===== src/hw/usc_pkg.sv =====
// constants, register map and field layout of the uart serial channel
//
// Summary of operation
// - txbuf write alone starts a frame
// - frame fully shifted raises tx done pulse
// - start accepted only after low exceeds half bit
// - start clears bit counter; frame end pulses rx
// - tx and rx run independently, same format
// - uart mode: frame mode sets bit count
// - mode 00/01/10/11: 7+1, 7+2, 8+1, 8+2
// - no-parity drops bit; 00 zero, 01 one
// - parity 10 odd ones, 11 even ones
// - order: start, data, parity, stop bits
// - rx pin input only; tx pin both ways
// - input select picks pin; direction turns tx in single-pin mode
// - rx done copies shifter, sets full flag
// - reading rx buffer clears full flag
// - rx busy set at start, cleared at done
// - clearing serial input enable drops rx busy
// - txbuf write sets busy; done clears it
// - busy stays set while data pending
// - clearing serial output enable drops tx busy
// - break sends every frame bit as zero
// - pending data follows current frame without gap
package usc_pkg;
	localparam int          ADDR_W      = 5;
	localparam logic [4:0]  OFF_MODE    = 5'h00; // serial_mode_reg0
	localparam logic [4:0]  OFF_DIV     = 5'h04; // clocks per bit
	localparam logic [4:0]  OFF_TXBUF   = 5'h08; // tx_holding_buffer
	localparam logic [4:0]  OFF_RXBUF   = 5'h0C; // rx_holding_buffer
	localparam logic [4:0]  OFF_STATUS  = 5'h10; // serial_status_reg
	localparam logic [1:0]  RESP_OKAY   = 2'h0;
	localparam logic [1:0]  RESP_SLVERR = 2'h2;
	localparam logic [11:0] MODE_RESET  = 12'h000;
	localparam logic [15:0] DIV_RESET   = 16'h1046; // 9600 bit/s at 40 MHz
	localparam int          ST_RXFULL   = 0;
	localparam int          ST_RXBUSY   = 1;
	localparam int          ST_TXBUSY   = 2;
	localparam int          ST_TXPEND   = 3;
	localparam int          FRAME_W     = 12;
	localparam logic [3:0]  LEN_BASE    = 4'h1; // the start bit

	// mode register layout, bit 0 is comm_type_select
	typedef struct packed {
		logic       break_send_enable;
		logic [1:0] parity_mode;
		logic       no_parity_select;
		logic [1:0] frame_mode;     // [1] eight data bits, [0] two stops
		logic       port_direction; // tx pin drives in single-pin mode
		logic       input_pin_select;
		logic       serial_in_enable;
		logic       serial_out_enable;
		logic       clock_master_select;
		logic       comm_type_select;
	} usc_mode_s;

	typedef enum logic [2:0] {
		RX_IDLE  = 3'b001,
		RX_START = 3'b010,
		RX_BITS  = 3'b100
	} usc_rx_e;
endpackage


===== src/hw/usc_uart.sv =====
// uart serial channel with axi4-lite register access
//
// Our own choices: the AXI4-Lite register port and the address map.
`timescale 1ns/1ps
`default_nettype none
module usc_uart
	import usc_pkg::*;
(
	input  wire logic              clock_i,
	input  wire logic              nrst_i,
	input  wire logic [ADDR_W-1:0] s_axi_awaddr_i,
	input  wire logic              s_axi_awvalid_i,
	output logic                   s_axi_awready_o,
	input  wire logic [31:0]       s_axi_wdata_i,
	input  wire logic [3:0]        s_axi_wstrb_i,
	input  wire logic              s_axi_wvalid_i,
	output logic                   s_axi_wready_o,
	output logic [1:0]             s_axi_bresp_o,
	output logic                   s_axi_bvalid_o,
	input  wire logic              s_axi_bready_i,
	input  wire logic [ADDR_W-1:0] s_axi_araddr_i,
	input  wire logic              s_axi_arvalid_i,
	output logic                   s_axi_arready_o,
	output logic [31:0]            s_axi_rdata_o,
	output logic [1:0]             s_axi_rresp_o,
	output logic                   s_axi_rvalid_o,
	input  wire logic              s_axi_rready_i,
	input  wire logic              rxd_i,
	input  wire logic              txd_i,
	output logic                   txd_o,
	output logic                   txd_oe_o,
	output logic                   tx_done_irq_o,
	output logic                   rx_done_irq_o
);
	// byte-lane merge for writable registers
	function automatic logic [31:0] wmerge(input logic [31:0] old, input logic [31:0] nw, input logic [3:0] strb);
		logic [31:0] r;
		r = old;
		for (int b = 0; b < 4; b++)
			if (strb[b])
				r[8*b +: 8] = nw[8*b +: 8];
		return r;
	endfunction

	// builds the serial frame lsb first and its bit count
	function automatic logic [FRAME_W+3:0] build_frame(input logic [7:0] d, input usc_mode_s m);
		logic [FRAME_W-1:0] f;
		logic [3:0]         n;
		logic               ones;
		logic               par;
		f = '1;
		f[0] = 1'b0;
		ones = m.frame_mode[1] ? ^d : ^d[6:0];
		case (m.parity_mode)
			2'b00:   par = 1'b0;
			2'b01:   par = 1'b1;
			2'b10:   par = ~ones;
			default: par = ones;
		endcase
		for (int i = 0; i < 8; i++)
			if (i < 7 || m.frame_mode[1])
				f[1+i] = d[i];
		n = m.frame_mode[1] ? 4'h9 : 4'h8;
		if (!m.no_parity_select)
		begin
			f[n] = par;
			n = n + 4'h1;
		end
		n = n + (m.frame_mode[0] ? 4'h2 : 4'h1);
		if (m.break_send_enable)
			f = '0;
		return {n, f};
	endfunction

	logic [11:0] mode_reg;
	logic [15:0] div_reg;
	logic [7:0]  tx_hold_reg;
	logic [7:0]  rx_hold_reg;
	logic        aw_have_reg, w_have_reg;
	logic [4:0]  aw_addr_reg;
	logic [31:0] w_data_reg;
	logic [3:0]  w_strb_reg;
	logic        awready_reg, wready_reg, bvalid_reg, arready_reg, rvalid_reg;
	logic [1:0]  bresp_reg, rresp_reg;
	logic [31:0] rdata_reg;
	logic [2:0]  sync_reg [2];
	logic [1:0]  filt_reg;
	logic        tx_active_reg, tx_pend_reg, tx_busy_reg, tx_done_reg;
	logic [FRAME_W-1:0] tx_shift_reg;
	logic [3:0]  tx_left_reg;
	logic [15:0] tx_cnt_reg;
	logic        txd_reg, txd_oe_reg;
	usc_rx_e     rx_state_reg, rx_state_next;
	logic [15:0] rx_cnt_reg, rx_cnt_next;
	logic [3:0]  rx_idx_reg, rx_idx_next;
	logic [9:0]  rx_bits_reg, rx_bits_next;
	logic        rx_busy_reg, rx_full_reg, rx_done_reg;

	usc_mode_s mode;
	assign mode = usc_mode_s'(mode_reg);

	// bus decode
	wire        wr_fire  = aw_have_reg && w_have_reg && !bvalid_reg;
	wire        wr_map   = aw_addr_reg == OFF_MODE || aw_addr_reg == OFF_DIV || aw_addr_reg == OFF_TXBUF;
	wire        rd_fire  = s_axi_arvalid_i && arready_reg;
	wire [4:0]  ra       = s_axi_araddr_i;
	wire        rd_map   = ra == OFF_MODE || ra == OFF_DIV || ra == OFF_TXBUF || ra == OFF_RXBUF || ra == OFF_STATUS;
	wire        rx_read  = rd_fire && ra == OFF_RXBUF;
	wire [31:0] status_w = {28'h000_0000, tx_pend_reg, tx_busy_reg, rx_busy_reg, rx_full_reg};
	wire [31:0] rd_mux   = ra == OFF_MODE  ? {20'h0_0000, mode_reg} :
	                       ra == OFF_DIV   ? {16'h0000, div_reg} :
	                       ra == OFF_TXBUF ? {24'h00_0000, tx_hold_reg} :
	                       ra == OFF_RXBUF ? {24'h00_0000, rx_hold_reg} :
	                       ra == OFF_STATUS ? status_w : 32'h0000_0000;
	wire [31:0] mode_new = wmerge({20'h0_0000, mode_reg}, w_data_reg, w_strb_reg);
	wire [31:0] div_new  = wmerge({16'h0000, div_reg}, w_data_reg, w_strb_reg);

	// axi4-lite write channels, address and data taken in either order
	always_ff @(posedge clock_i or negedge nrst_i)
	begin
		if (!nrst_i)
		begin
			aw_have_reg <= 1'b0;
			w_have_reg  <= 1'b0;
			aw_addr_reg <= 5'h00;
			w_data_reg  <= 32'h0000_0000;
			w_strb_reg  <= 4'h0;
			awready_reg <= 1'b1;
			wready_reg  <= 1'b1;
			bvalid_reg  <= 1'b0;
			bresp_reg   <= RESP_OKAY;
		end
		else
		begin
			if (s_axi_awvalid_i && awready_reg)
			begin
				aw_have_reg <= 1'b1;
				aw_addr_reg <= s_axi_awaddr_i;
				awready_reg <= 1'b0;
			end
			if (s_axi_wvalid_i && wready_reg)
			begin
				w_have_reg <= 1'b1;
				w_data_reg <= s_axi_wdata_i;
				w_strb_reg <= s_axi_wstrb_i;
				wready_reg <= 1'b0;
			end
			if (wr_fire)
			begin
				bvalid_reg  <= 1'b1;
				bresp_reg   <= wr_map ? RESP_OKAY : RESP_SLVERR;
				aw_have_reg <= 1'b0;
				w_have_reg  <= 1'b0;
			end
			if (bvalid_reg && s_axi_bready_i)
			begin
				bvalid_reg  <= 1'b0;
				awready_reg <= 1'b1;
				wready_reg  <= 1'b1;
			end
		end
	end

	// axi4-lite read channel, data registered one cycle after the address
	always_ff @(posedge clock_i or negedge nrst_i)
	begin
		if (!nrst_i)
		begin
			arready_reg <= 1'b1;
			rvalid_reg  <= 1'b0;
			rdata_reg   <= 32'h0000_0000;
			rresp_reg   <= RESP_OKAY;
		end
		else if (rd_fire)
		begin
			arready_reg <= 1'b0;
			rvalid_reg  <= 1'b1;
			rdata_reg   <= rd_mux;
			rresp_reg   <= rd_map ? RESP_OKAY : RESP_SLVERR;
		end
		else if (rvalid_reg && s_axi_rready_i)
		begin
			rvalid_reg  <= 1'b0;
			arready_reg <= 1'b1;
		end
	end

	// configuration registers
	always_ff @(posedge clock_i or negedge nrst_i)
	begin
		if (!nrst_i)
		begin
			mode_reg <= MODE_RESET;
			div_reg  <= DIV_RESET;
		end
		else if (wr_fire)
		begin
			if (aw_addr_reg == OFF_MODE)
				mode_reg <= mode_new[11:0];
			if (aw_addr_reg == OFF_DIV)
				div_reg <= div_new[15:0];
		end
	end

	// pin synchronisers: a level counts once stages two and three agree
	wire [1:0] pin_w = {txd_i, rxd_i};
	for (genvar p = 0; p < 2; p++)
	begin : g_sync
		always_ff @(posedge clock_i or negedge nrst_i)
		begin
			if (!nrst_i)
			begin
				sync_reg[p] <= 3'b111;
				filt_reg[p] <= 1'b1;
			end
			else
			begin
				sync_reg[p] <= {sync_reg[p][1:0], pin_w[p]};
				if (sync_reg[p][1] == sync_reg[p][2])
					filt_reg[p] <= sync_reg[p][2];
			end
		end
	end

	// channel enables; clock master must be set or nothing moves
	wire        uart_on = mode.comm_type_select && mode.clock_master_select;
	wire        tx_ena  = uart_on && mode.serial_out_enable;
	wire        rx_ena  = uart_on && mode.serial_in_enable;
	wire [15:0] div_m1  = div_reg - 16'h0001;
	wire [15:0] half    = {1'b0, div_reg[15:1]};

	// transmitter sequencing
	wire                 tx_wr     = wr_fire && aw_addr_reg == OFF_TXBUF && w_strb_reg[0] && tx_ena;
	wire                 tx_bitend = tx_active_reg && tx_cnt_reg == div_m1;
	wire                 tx_last   = tx_bitend && tx_left_reg == 4'h1;
	wire                 tx_load   = tx_ena && tx_pend_reg && (!tx_active_reg || tx_last);
	wire [FRAME_W+3:0]   frame_w   = build_frame(tx_hold_reg, mode);

	always_ff @(posedge clock_i or negedge nrst_i)
	begin
		if (!nrst_i)
		begin
			tx_hold_reg   <= 8'h00;
			tx_pend_reg   <= 1'b0;
			tx_busy_reg   <= 1'b0;
			tx_active_reg <= 1'b0;
			tx_shift_reg  <= '1;
			tx_left_reg   <= 4'h0;
			tx_cnt_reg    <= 16'h0000;
			tx_done_reg   <= 1'b0;
		end
		else
		begin
			if (tx_wr)
				tx_hold_reg <= w_data_reg[7:0];
			tx_pend_reg <= tx_ena && (tx_wr || (tx_pend_reg && !tx_load));
			if (!tx_ena)
				tx_busy_reg <= 1'b0;
			else if (tx_wr)
				tx_busy_reg <= 1'b1;
			else if (tx_last && !tx_pend_reg)
				tx_busy_reg <= 1'b0;
			tx_done_reg <= tx_last && tx_ena;
			if (!tx_ena)
				tx_active_reg <= 1'b0;
			else if (tx_load)
				tx_active_reg <= 1'b1;
			else if (tx_last)
				tx_active_reg <= 1'b0;
			if (tx_load)
			begin
				tx_shift_reg <= frame_w[FRAME_W-1:0];
				tx_left_reg  <= frame_w[FRAME_W+3:FRAME_W];
			end
			else if (tx_bitend)
			begin
				tx_shift_reg <= {1'b1, tx_shift_reg[FRAME_W-1:1]};
				tx_left_reg  <= tx_left_reg - 4'h1;
			end
			tx_cnt_reg <= (tx_load || tx_bitend || !tx_active_reg) ? 16'h0000 : tx_cnt_reg + 16'h0001;
		end
	end

	// pin drive: line high when idle, direction bit owns the pin in single-pin mode
	always_ff @(posedge clock_i or negedge nrst_i)
	begin
		if (!nrst_i)
		begin
			txd_reg    <= 1'b1;
			txd_oe_reg <= 1'b0;
		end
		else
		begin
			txd_reg    <= (tx_active_reg && tx_ena) ? tx_shift_reg[0] : 1'b1;
			txd_oe_reg <= mode.input_pin_select ? mode.port_direction : mode.serial_out_enable;
		end
	end

	// receiver
	wire       rx_line = mode.input_pin_select ? filt_reg[1] : filt_reg[0];
	wire [3:0] rx_need = (mode.frame_mode[1] ? 4'h8 : 4'h7) + (mode.no_parity_select ? 4'h0 : 4'h1) + 4'h1;
	wire       rx_acc  = rx_state_reg == RX_START && rx_ena && !rx_line && rx_cnt_reg == half;
	wire       rx_samp = rx_state_reg == RX_BITS && rx_ena && rx_cnt_reg == div_m1;
	wire       rx_end  = rx_samp && rx_idx_reg == rx_need - 4'h1;

	always_comb
	begin
		rx_state_next = rx_state_reg;
		rx_cnt_next   = rx_cnt_reg + 16'h0001;
		rx_idx_next   = rx_idx_reg;
		rx_bits_next  = rx_bits_reg;
		case (rx_state_reg)
			RX_IDLE:
			begin
				rx_cnt_next = 16'h0000;
				if (rx_ena && !rx_line)
					rx_state_next = RX_START;
			end
			RX_START:
			begin
				if (!rx_ena || rx_line)
					rx_state_next = RX_IDLE;
				else if (rx_acc)
				begin
					rx_state_next = RX_BITS;
					rx_cnt_next   = 16'h0000;
					rx_idx_next   = 4'h0;
				end
			end
			RX_BITS:
			begin
				if (!rx_ena)
					rx_state_next = RX_IDLE;
				else if (rx_samp)
				begin
					rx_cnt_next             = 16'h0000;
					rx_bits_next[rx_idx_reg] = rx_line;
					rx_idx_next             = rx_idx_reg + 4'h1;
					if (rx_end)
						rx_state_next = RX_IDLE;
				end
			end
			default:
				rx_state_next = RX_IDLE;
		endcase
	end

	// receive state, buffer and flags
	always_ff @(posedge clock_i or negedge nrst_i)
	begin
		if (!nrst_i)
		begin
			rx_state_reg <= RX_IDLE;
			rx_cnt_reg   <= 16'h0000;
			rx_idx_reg   <= 4'h0;
			rx_bits_reg  <= 10'h000;
			rx_hold_reg  <= 8'h00;
			rx_busy_reg  <= 1'b0;
			rx_full_reg  <= 1'b0;
			rx_done_reg  <= 1'b0;
		end
		else
		begin
			rx_state_reg <= rx_state_next;
			rx_cnt_reg   <= rx_cnt_next;
			rx_idx_reg   <= rx_idx_next;
			rx_bits_reg  <= rx_bits_next;
			rx_done_reg  <= rx_end;
			if (rx_end)
				rx_hold_reg <= mode.frame_mode[1] ? rx_bits_next[7:0] : {1'b0, rx_bits_next[6:0]};
			if (rx_end)
				rx_full_reg <= 1'b1;
			else if (rx_read)
				rx_full_reg <= 1'b0;
			if (!rx_ena || rx_end)
				rx_busy_reg <= 1'b0;
			else if (rx_acc)
				rx_busy_reg <= 1'b1;
		end
	end

	assign s_axi_awready_o = awready_reg;
	assign s_axi_wready_o  = wready_reg;
	assign s_axi_bvalid_o  = bvalid_reg;
	assign s_axi_bresp_o   = bresp_reg;
	assign s_axi_arready_o = arready_reg;
	assign s_axi_rvalid_o  = rvalid_reg;
	assign s_axi_rdata_o   = rdata_reg;
	assign s_axi_rresp_o   = rresp_reg;
	assign txd_o           = txd_reg;
	assign txd_oe_o        = txd_oe_reg;
	assign tx_done_irq_o   = tx_done_reg;
	assign rx_done_irq_o   = rx_done_reg;

	// checks
	property p_tx_start;
		@(posedge clock_i) disable iff (!nrst_i) tx_wr && !tx_active_reg |-> ##2 tx_active_reg ##1 !txd_reg;
	endproperty
	a_tx_start: assert property (p_tx_start) else $error("tx write did not start a frame");
	property p_tx_done;
		@(posedge clock_i) disable iff (!nrst_i) tx_last && tx_ena |=> tx_done_irq_o && (txd_reg || mode.break_send_enable);
	endproperty
	a_tx_done: assert property (p_tx_done) else $error("no tx done pulse at frame end");
	property p_rx_half;
		@(posedge clock_i) disable iff (!nrst_i) $rose(rx_busy_reg) |-> $past(rx_cnt_reg) == half;
	endproperty
	a_rx_half: assert property (p_rx_half) else $error("start accepted before half bit");
	property p_rx_store;
		@(posedge clock_i) disable iff (!nrst_i) rx_end |=> rx_full_reg && rx_done_irq_o && !rx_busy_reg;
	endproperty
	a_rx_store: assert property (p_rx_store) else $error("rx done did not fill buffer");
	property p_rx_clear;
		@(posedge clock_i) disable iff (!nrst_i) rx_read && !rx_end |=> !rx_full_reg;
	endproperty
	a_rx_clear: assert property (p_rx_clear) else $error("rx read left full flag set");
	property p_rx_abort;
		@(posedge clock_i) disable iff (!nrst_i) !rx_ena |=> !rx_busy_reg && rx_state_reg != RX_BITS;
	endproperty
	a_rx_abort: assert property (p_rx_abort) else $error("rx busy survived input disable");
	property p_tx_kill;
		@(posedge clock_i) disable iff (!nrst_i) !tx_ena |=> !tx_busy_reg ##1 txd_reg;
	endproperty
	a_tx_kill: assert property (p_tx_kill) else $error("tx busy survived output disable");
	property p_tx_chain;
		@(posedge clock_i) disable iff (!nrst_i) tx_last && tx_pend_reg && tx_ena |=> tx_busy_reg && tx_active_reg;
	endproperty
	a_tx_chain: assert property (p_tx_chain) else $error("gap or busy drop in chained frames");
	property p_tx_break;
		@(posedge clock_i) disable iff (!nrst_i) tx_load && mode.break_send_enable |=> tx_shift_reg == '0;
	endproperty
	a_tx_break: assert property (p_tx_break) else $error("break frame holds a one");
endmodule
`default_nettype wire


===== config.mk =====
export PLATFORM = sky130hd
export DESIGN_NAME = usc_uart
export DESIGN_NICKNAME = d
export VERILOG_FILES = /design/src/hw/usc_pkg.sv /design/src/hw/usc_uart.sv
export SDC_FILE = /design/constraint.sdc
export NUM_CORES = 1
export LEC_CHECK = 0
export ABC_CLOCK_PERIOD_IN_PS = 3200
export BUFFER_PORTS_ARGS = -buffer_cell sky130_fd_sc_hd__buf_2
export CORE_AREA = 10 10 142 144
export CTS_BUF_LIST = sky130_fd_sc_hd__clkbuf_16
export DETAILED_ROUTE_END_ITERATION = 10
export DIE_AREA = 0 0 152 154
export PLACE_DENSITY = 0.75
export SYNTH_ARGS = -nofsm -noshare
export SYNTH_HDL_FRONTEND = slang
export SYNTH_SLANG_ARGS = --single-unit

===== constraint.sdc =====
create_clock -name clock_i -period 3.2 [get_ports clock_i]
set_input_delay 0.16 -clock clock_i [delete_from_list [all_inputs] [get_ports clock_i]]
set_output_delay 0.16 -clock clock_i [all_outputs]
set_load 0.05 [all_outputs]

==> key figures <==
Status
  • Status: finished, final reports clean

Yosys
  • Synth top area cells: dfrtp_1 (39%), dfstp_2 (8.2%), mux2_2 (7.2%), xnor2_1 (4.3%), xor2_1 (3.6%)
  • Post-synth ARST share: 100%
  • Leading area contributor after synthesis: dfrtp_1
  • Synthesized cell area: 0.00924 mm²
  • Simple-gate share of the synthesized area: 16.9%
  • Compound-gate portion of the synthesized area: 9.74%
  • Synth cell types: 74
  • Synth Instances: 889
  • Mux share of post-synthesis cell area: 9.14%
  • Post-synth top flop: dfrtp_1
  • Most common cell in the netlist: dfrtp_1
  • XOR/XNOR Fraction of Synth Area: 10.5%
  • Number of synthesis warnings: 0
  • Share of the yosys chip area belonging to registers: 47.0%
  • Post-synth EDFFs: 0
  • Largest family of logic cells by synthesized area: simple AND/OR/NAND/NOR gates
  • Post-synth top cells: dfrtp_1 (143), nand2_1 (75), nor2_1 (74), mux2_2 (59), xnor2_1 (45)
  • #FFs+latches synth: 172
  • Avg Inst Size Synth: 10.4 µm²
  • Synth top area share: 38.7%
  • Adder-Cell Fraction of Synth Area: 2.19%

Clock network
  • Root Buffer: clkbuf_16
  • Total CTS buffers: 17
  • CTS tree: built
  • CTS Buffer Depth: 2
  • Clock latency on the worst-skew pair: 0.43 ns
  • Post-CTS setup buffer count: 0
  • Clock-pin slew on the worst setup and hold paths: 0.07 ns
  • Clock sink count: 172
  • H-tree lvl count: 4

Worst hold path
  • Hold crit path type: input pin to register
  • Hold path depth: 4
  • Hold Path End: rx_full_reg
  • Hold Crit Start: s_axi_araddr_i[4]

Finish
  • Filler cell count in the final layout: 1366
  • Nets@finish: 1060
  • Area Growth Syn to Fin: 17.5%
  • Antenna cell count: 0
  • Share of layout cells above drive strength 1: 24.3%

Floorplanning
  • Core area: 0.0172 mm²
  • Vert. Die Dim: 154 µm
  • # IOs: 100
  • Die W: 152 µm
  • Rows: 48
  • Initial Util: 53.8%
  • DIE AREA: 0.0234 mm²

Global route
  • GR Util All Layers: 19.4%
  • Congestion Overflow GR: 0
  • Initial antenna violation count: 0
  • First-pass GRT wire length: 37.3 mm
  • Vias in the first global route: 6944
  • Pin count of the biggest net entering global routing: 79

Timing
  • Final period utilization: 96.9%
  • Final clock skew: 0.00977 ns
  • Worst relative slew slack: 29.2%
  • Hold Fails Final Rpt: 0
  • Count of final setup violators: 0
  • Final setup margin: 0.0980 ns
  • Worst hold margin: 0.183 ns
  • Tightest Pin Transition: 1.06 ns
  • Slew Viols, Final: 0
  • Fmax: 0.322 GHz
  • Tmin final: 3.10 ns

Routing
  • Wirelength, routed: 23.2 mm
  • Routed vias/inst: 5.78
  • Via count: 7103
  • DR iter-0 viols: 525
  • DRC Markers: 0
  • Avg WL per Cell: 18.9 µm
  • Final antenna-violating net count: 0
  • Drt first pass iters: 5

Critical path
  • Worst r2r path cells: 9
  • Critical Path RT: 3.56 ns
  • CP Max Fanout: 9
  • Reg2reg end: tx_shift_reg[3]
  • Crit end category: register
  • Setup crit start kind: register
  • Worst r2r src: div_reg[9]
  • Worst EP arrival: 3.46 ns
  • Flop2flop setup slack: 0.1 ns
  • Worst Setup Path Type: register to register

Pwr
  • Pleak: 4.98 nW
  • Part of the power in combinational logic: 49.1%
  • Peak supply drop: 0.000667 V
  • Share of power burned in registers: 29.2%
  • PD cells: 919 mW/mm²
  • Switch share: 39.0%
  • Clock power frac: 21.7%
  • Psw: 3.89 mW
  • Internal: 6.09 mW

Place
  • Buffers on Ports: 63
  • DP HPWL: 16.7 mm
  • GP Congestion: 0.908
  • Pre-CTS setup slack: 0.0564 ns

Run
  • Max-cap violations: 0
==> stage by stage <==
step / std cells / setup TNS (ns) / area [µm²] / power (mW) / util, %
after floorplan: 906 / 0 / 9310 / 6.13 / -
after global placement: 1163 / 0 / 9860 / 7.46 / 57.4
after detailed placement: 1163 / 0 / 9860 / 7.56 / 57.4
after CTS: 1229 / 0 / 10800 / 9.79 / 63.0
after global routing: 1229 / -0.000886 / 10900 / 10.5 / 63.2
final: 1229 / 0 / 10900 / 9.98 / 63.2
==> logic make-up (layout without fill, tap and decap cells) <==
| family | Yosys count | after routing |
|---|---|---|
| and+or+nand+nor | 302 | 302 |
| DFF | 172 | 172 |
| AOI/OAI and AO/OA | 141 | 141 |
| xor gates and xnor gates | 94 | 94 |
| buffers and inverters | 91 | 189 |
| muxes | 72 | 72 |
| adders and majority gates | 16 | 16 |
| other | 1 | 18 |
==> timing repair <==
item                                    4_1_cts  5_1_grt
hold buffers                                 34        0
resized for setup                             0       11
endpoints found under the setup margin        0       60
hold endpoints to repair                     93        0
==> cell type report <==
class | count | area [µm²] | area share [%]
sequential | 172 | 4340 | 40.0
clock buffer | 17 | 425 | 3.92
clock inverter | 15 | 189 | 1.74
multi-input combinational | 643 | 4590 | 42.2
tap | 225 | 282 | 2.59
inverter | 21 | 78.8 | 0.726
timing repair buffer | 136 | 958 | 8.83
==> cell usage in the layout, fill, tap and decap left out, types with 34 or more instances in the layout <==
master,netlist,layout
dfrtp_1,143,143
nor2_1,74,74
nand2_1,75,74
buf_2,9,62
mux2_2,59,59
xnor2_1,45,45
o21ai_0,42,39
xor2_1,38,38
buf_4,18,38
dlygate4sd3_1,0,34
==> routing by layer <==
| metal | global-route usage [%] | wire [µm] | vias to the layer above |
|---|---|---|---|
| met3 | 5.02 | 1600 | 39 |
| li1 | - | - | 3299 |
| met2 | 30.2 | 10900 | 251 |
| met5 | 0 | 0 | - |
| met4 | 6.05 | 464 | 0 |
| met1 | 25.9 | 10300 | 3514 |
==> worst max-delay path: stages, from the launching register on <==
cell	delay [ns]
dfrtp_1	0.38
or4_4	0.58
or4_4	0.59
xnor2_1	0.17
or2_1	0.26
nor4_4	0.28
and2_1	0.25
buf_4	0.20
nor2_1	0.06
a221o_1	0.26
==> worst max path at each step <==
stage               slack [ns]  cells past startpoint        from         endpoint
CTS                       0.01                     12  div_reg[0]   rx_bits_reg[2]
global route           -0.0009                     12  div_reg[0]   rx_hold_reg[7]
detailed placement        0.06                     12  div_reg[0]   rx_bits_reg[2]
global placement          0.09                      9  div_reg[9]  tx_shift_reg[3]
finish                     0.1                      9  div_reg[9]  tx_shift_reg[3]
floorplan                 0.05                     12  div_reg[1]   tx_left_reg[3]
==> power groups by stage <==
stage,clock (mW),combinational (mW),sequential (mW)
floorplan,0,3.25,2.88
global placement,0,4.54,2.92
detailed placement,0,4.63,2.93
CTS,2.19,4.70,2.89
global route,2.28,5.25,2.95
finish,2.17,4.90,2.91
Note: power is estimated with default switching activity, not from simulation.
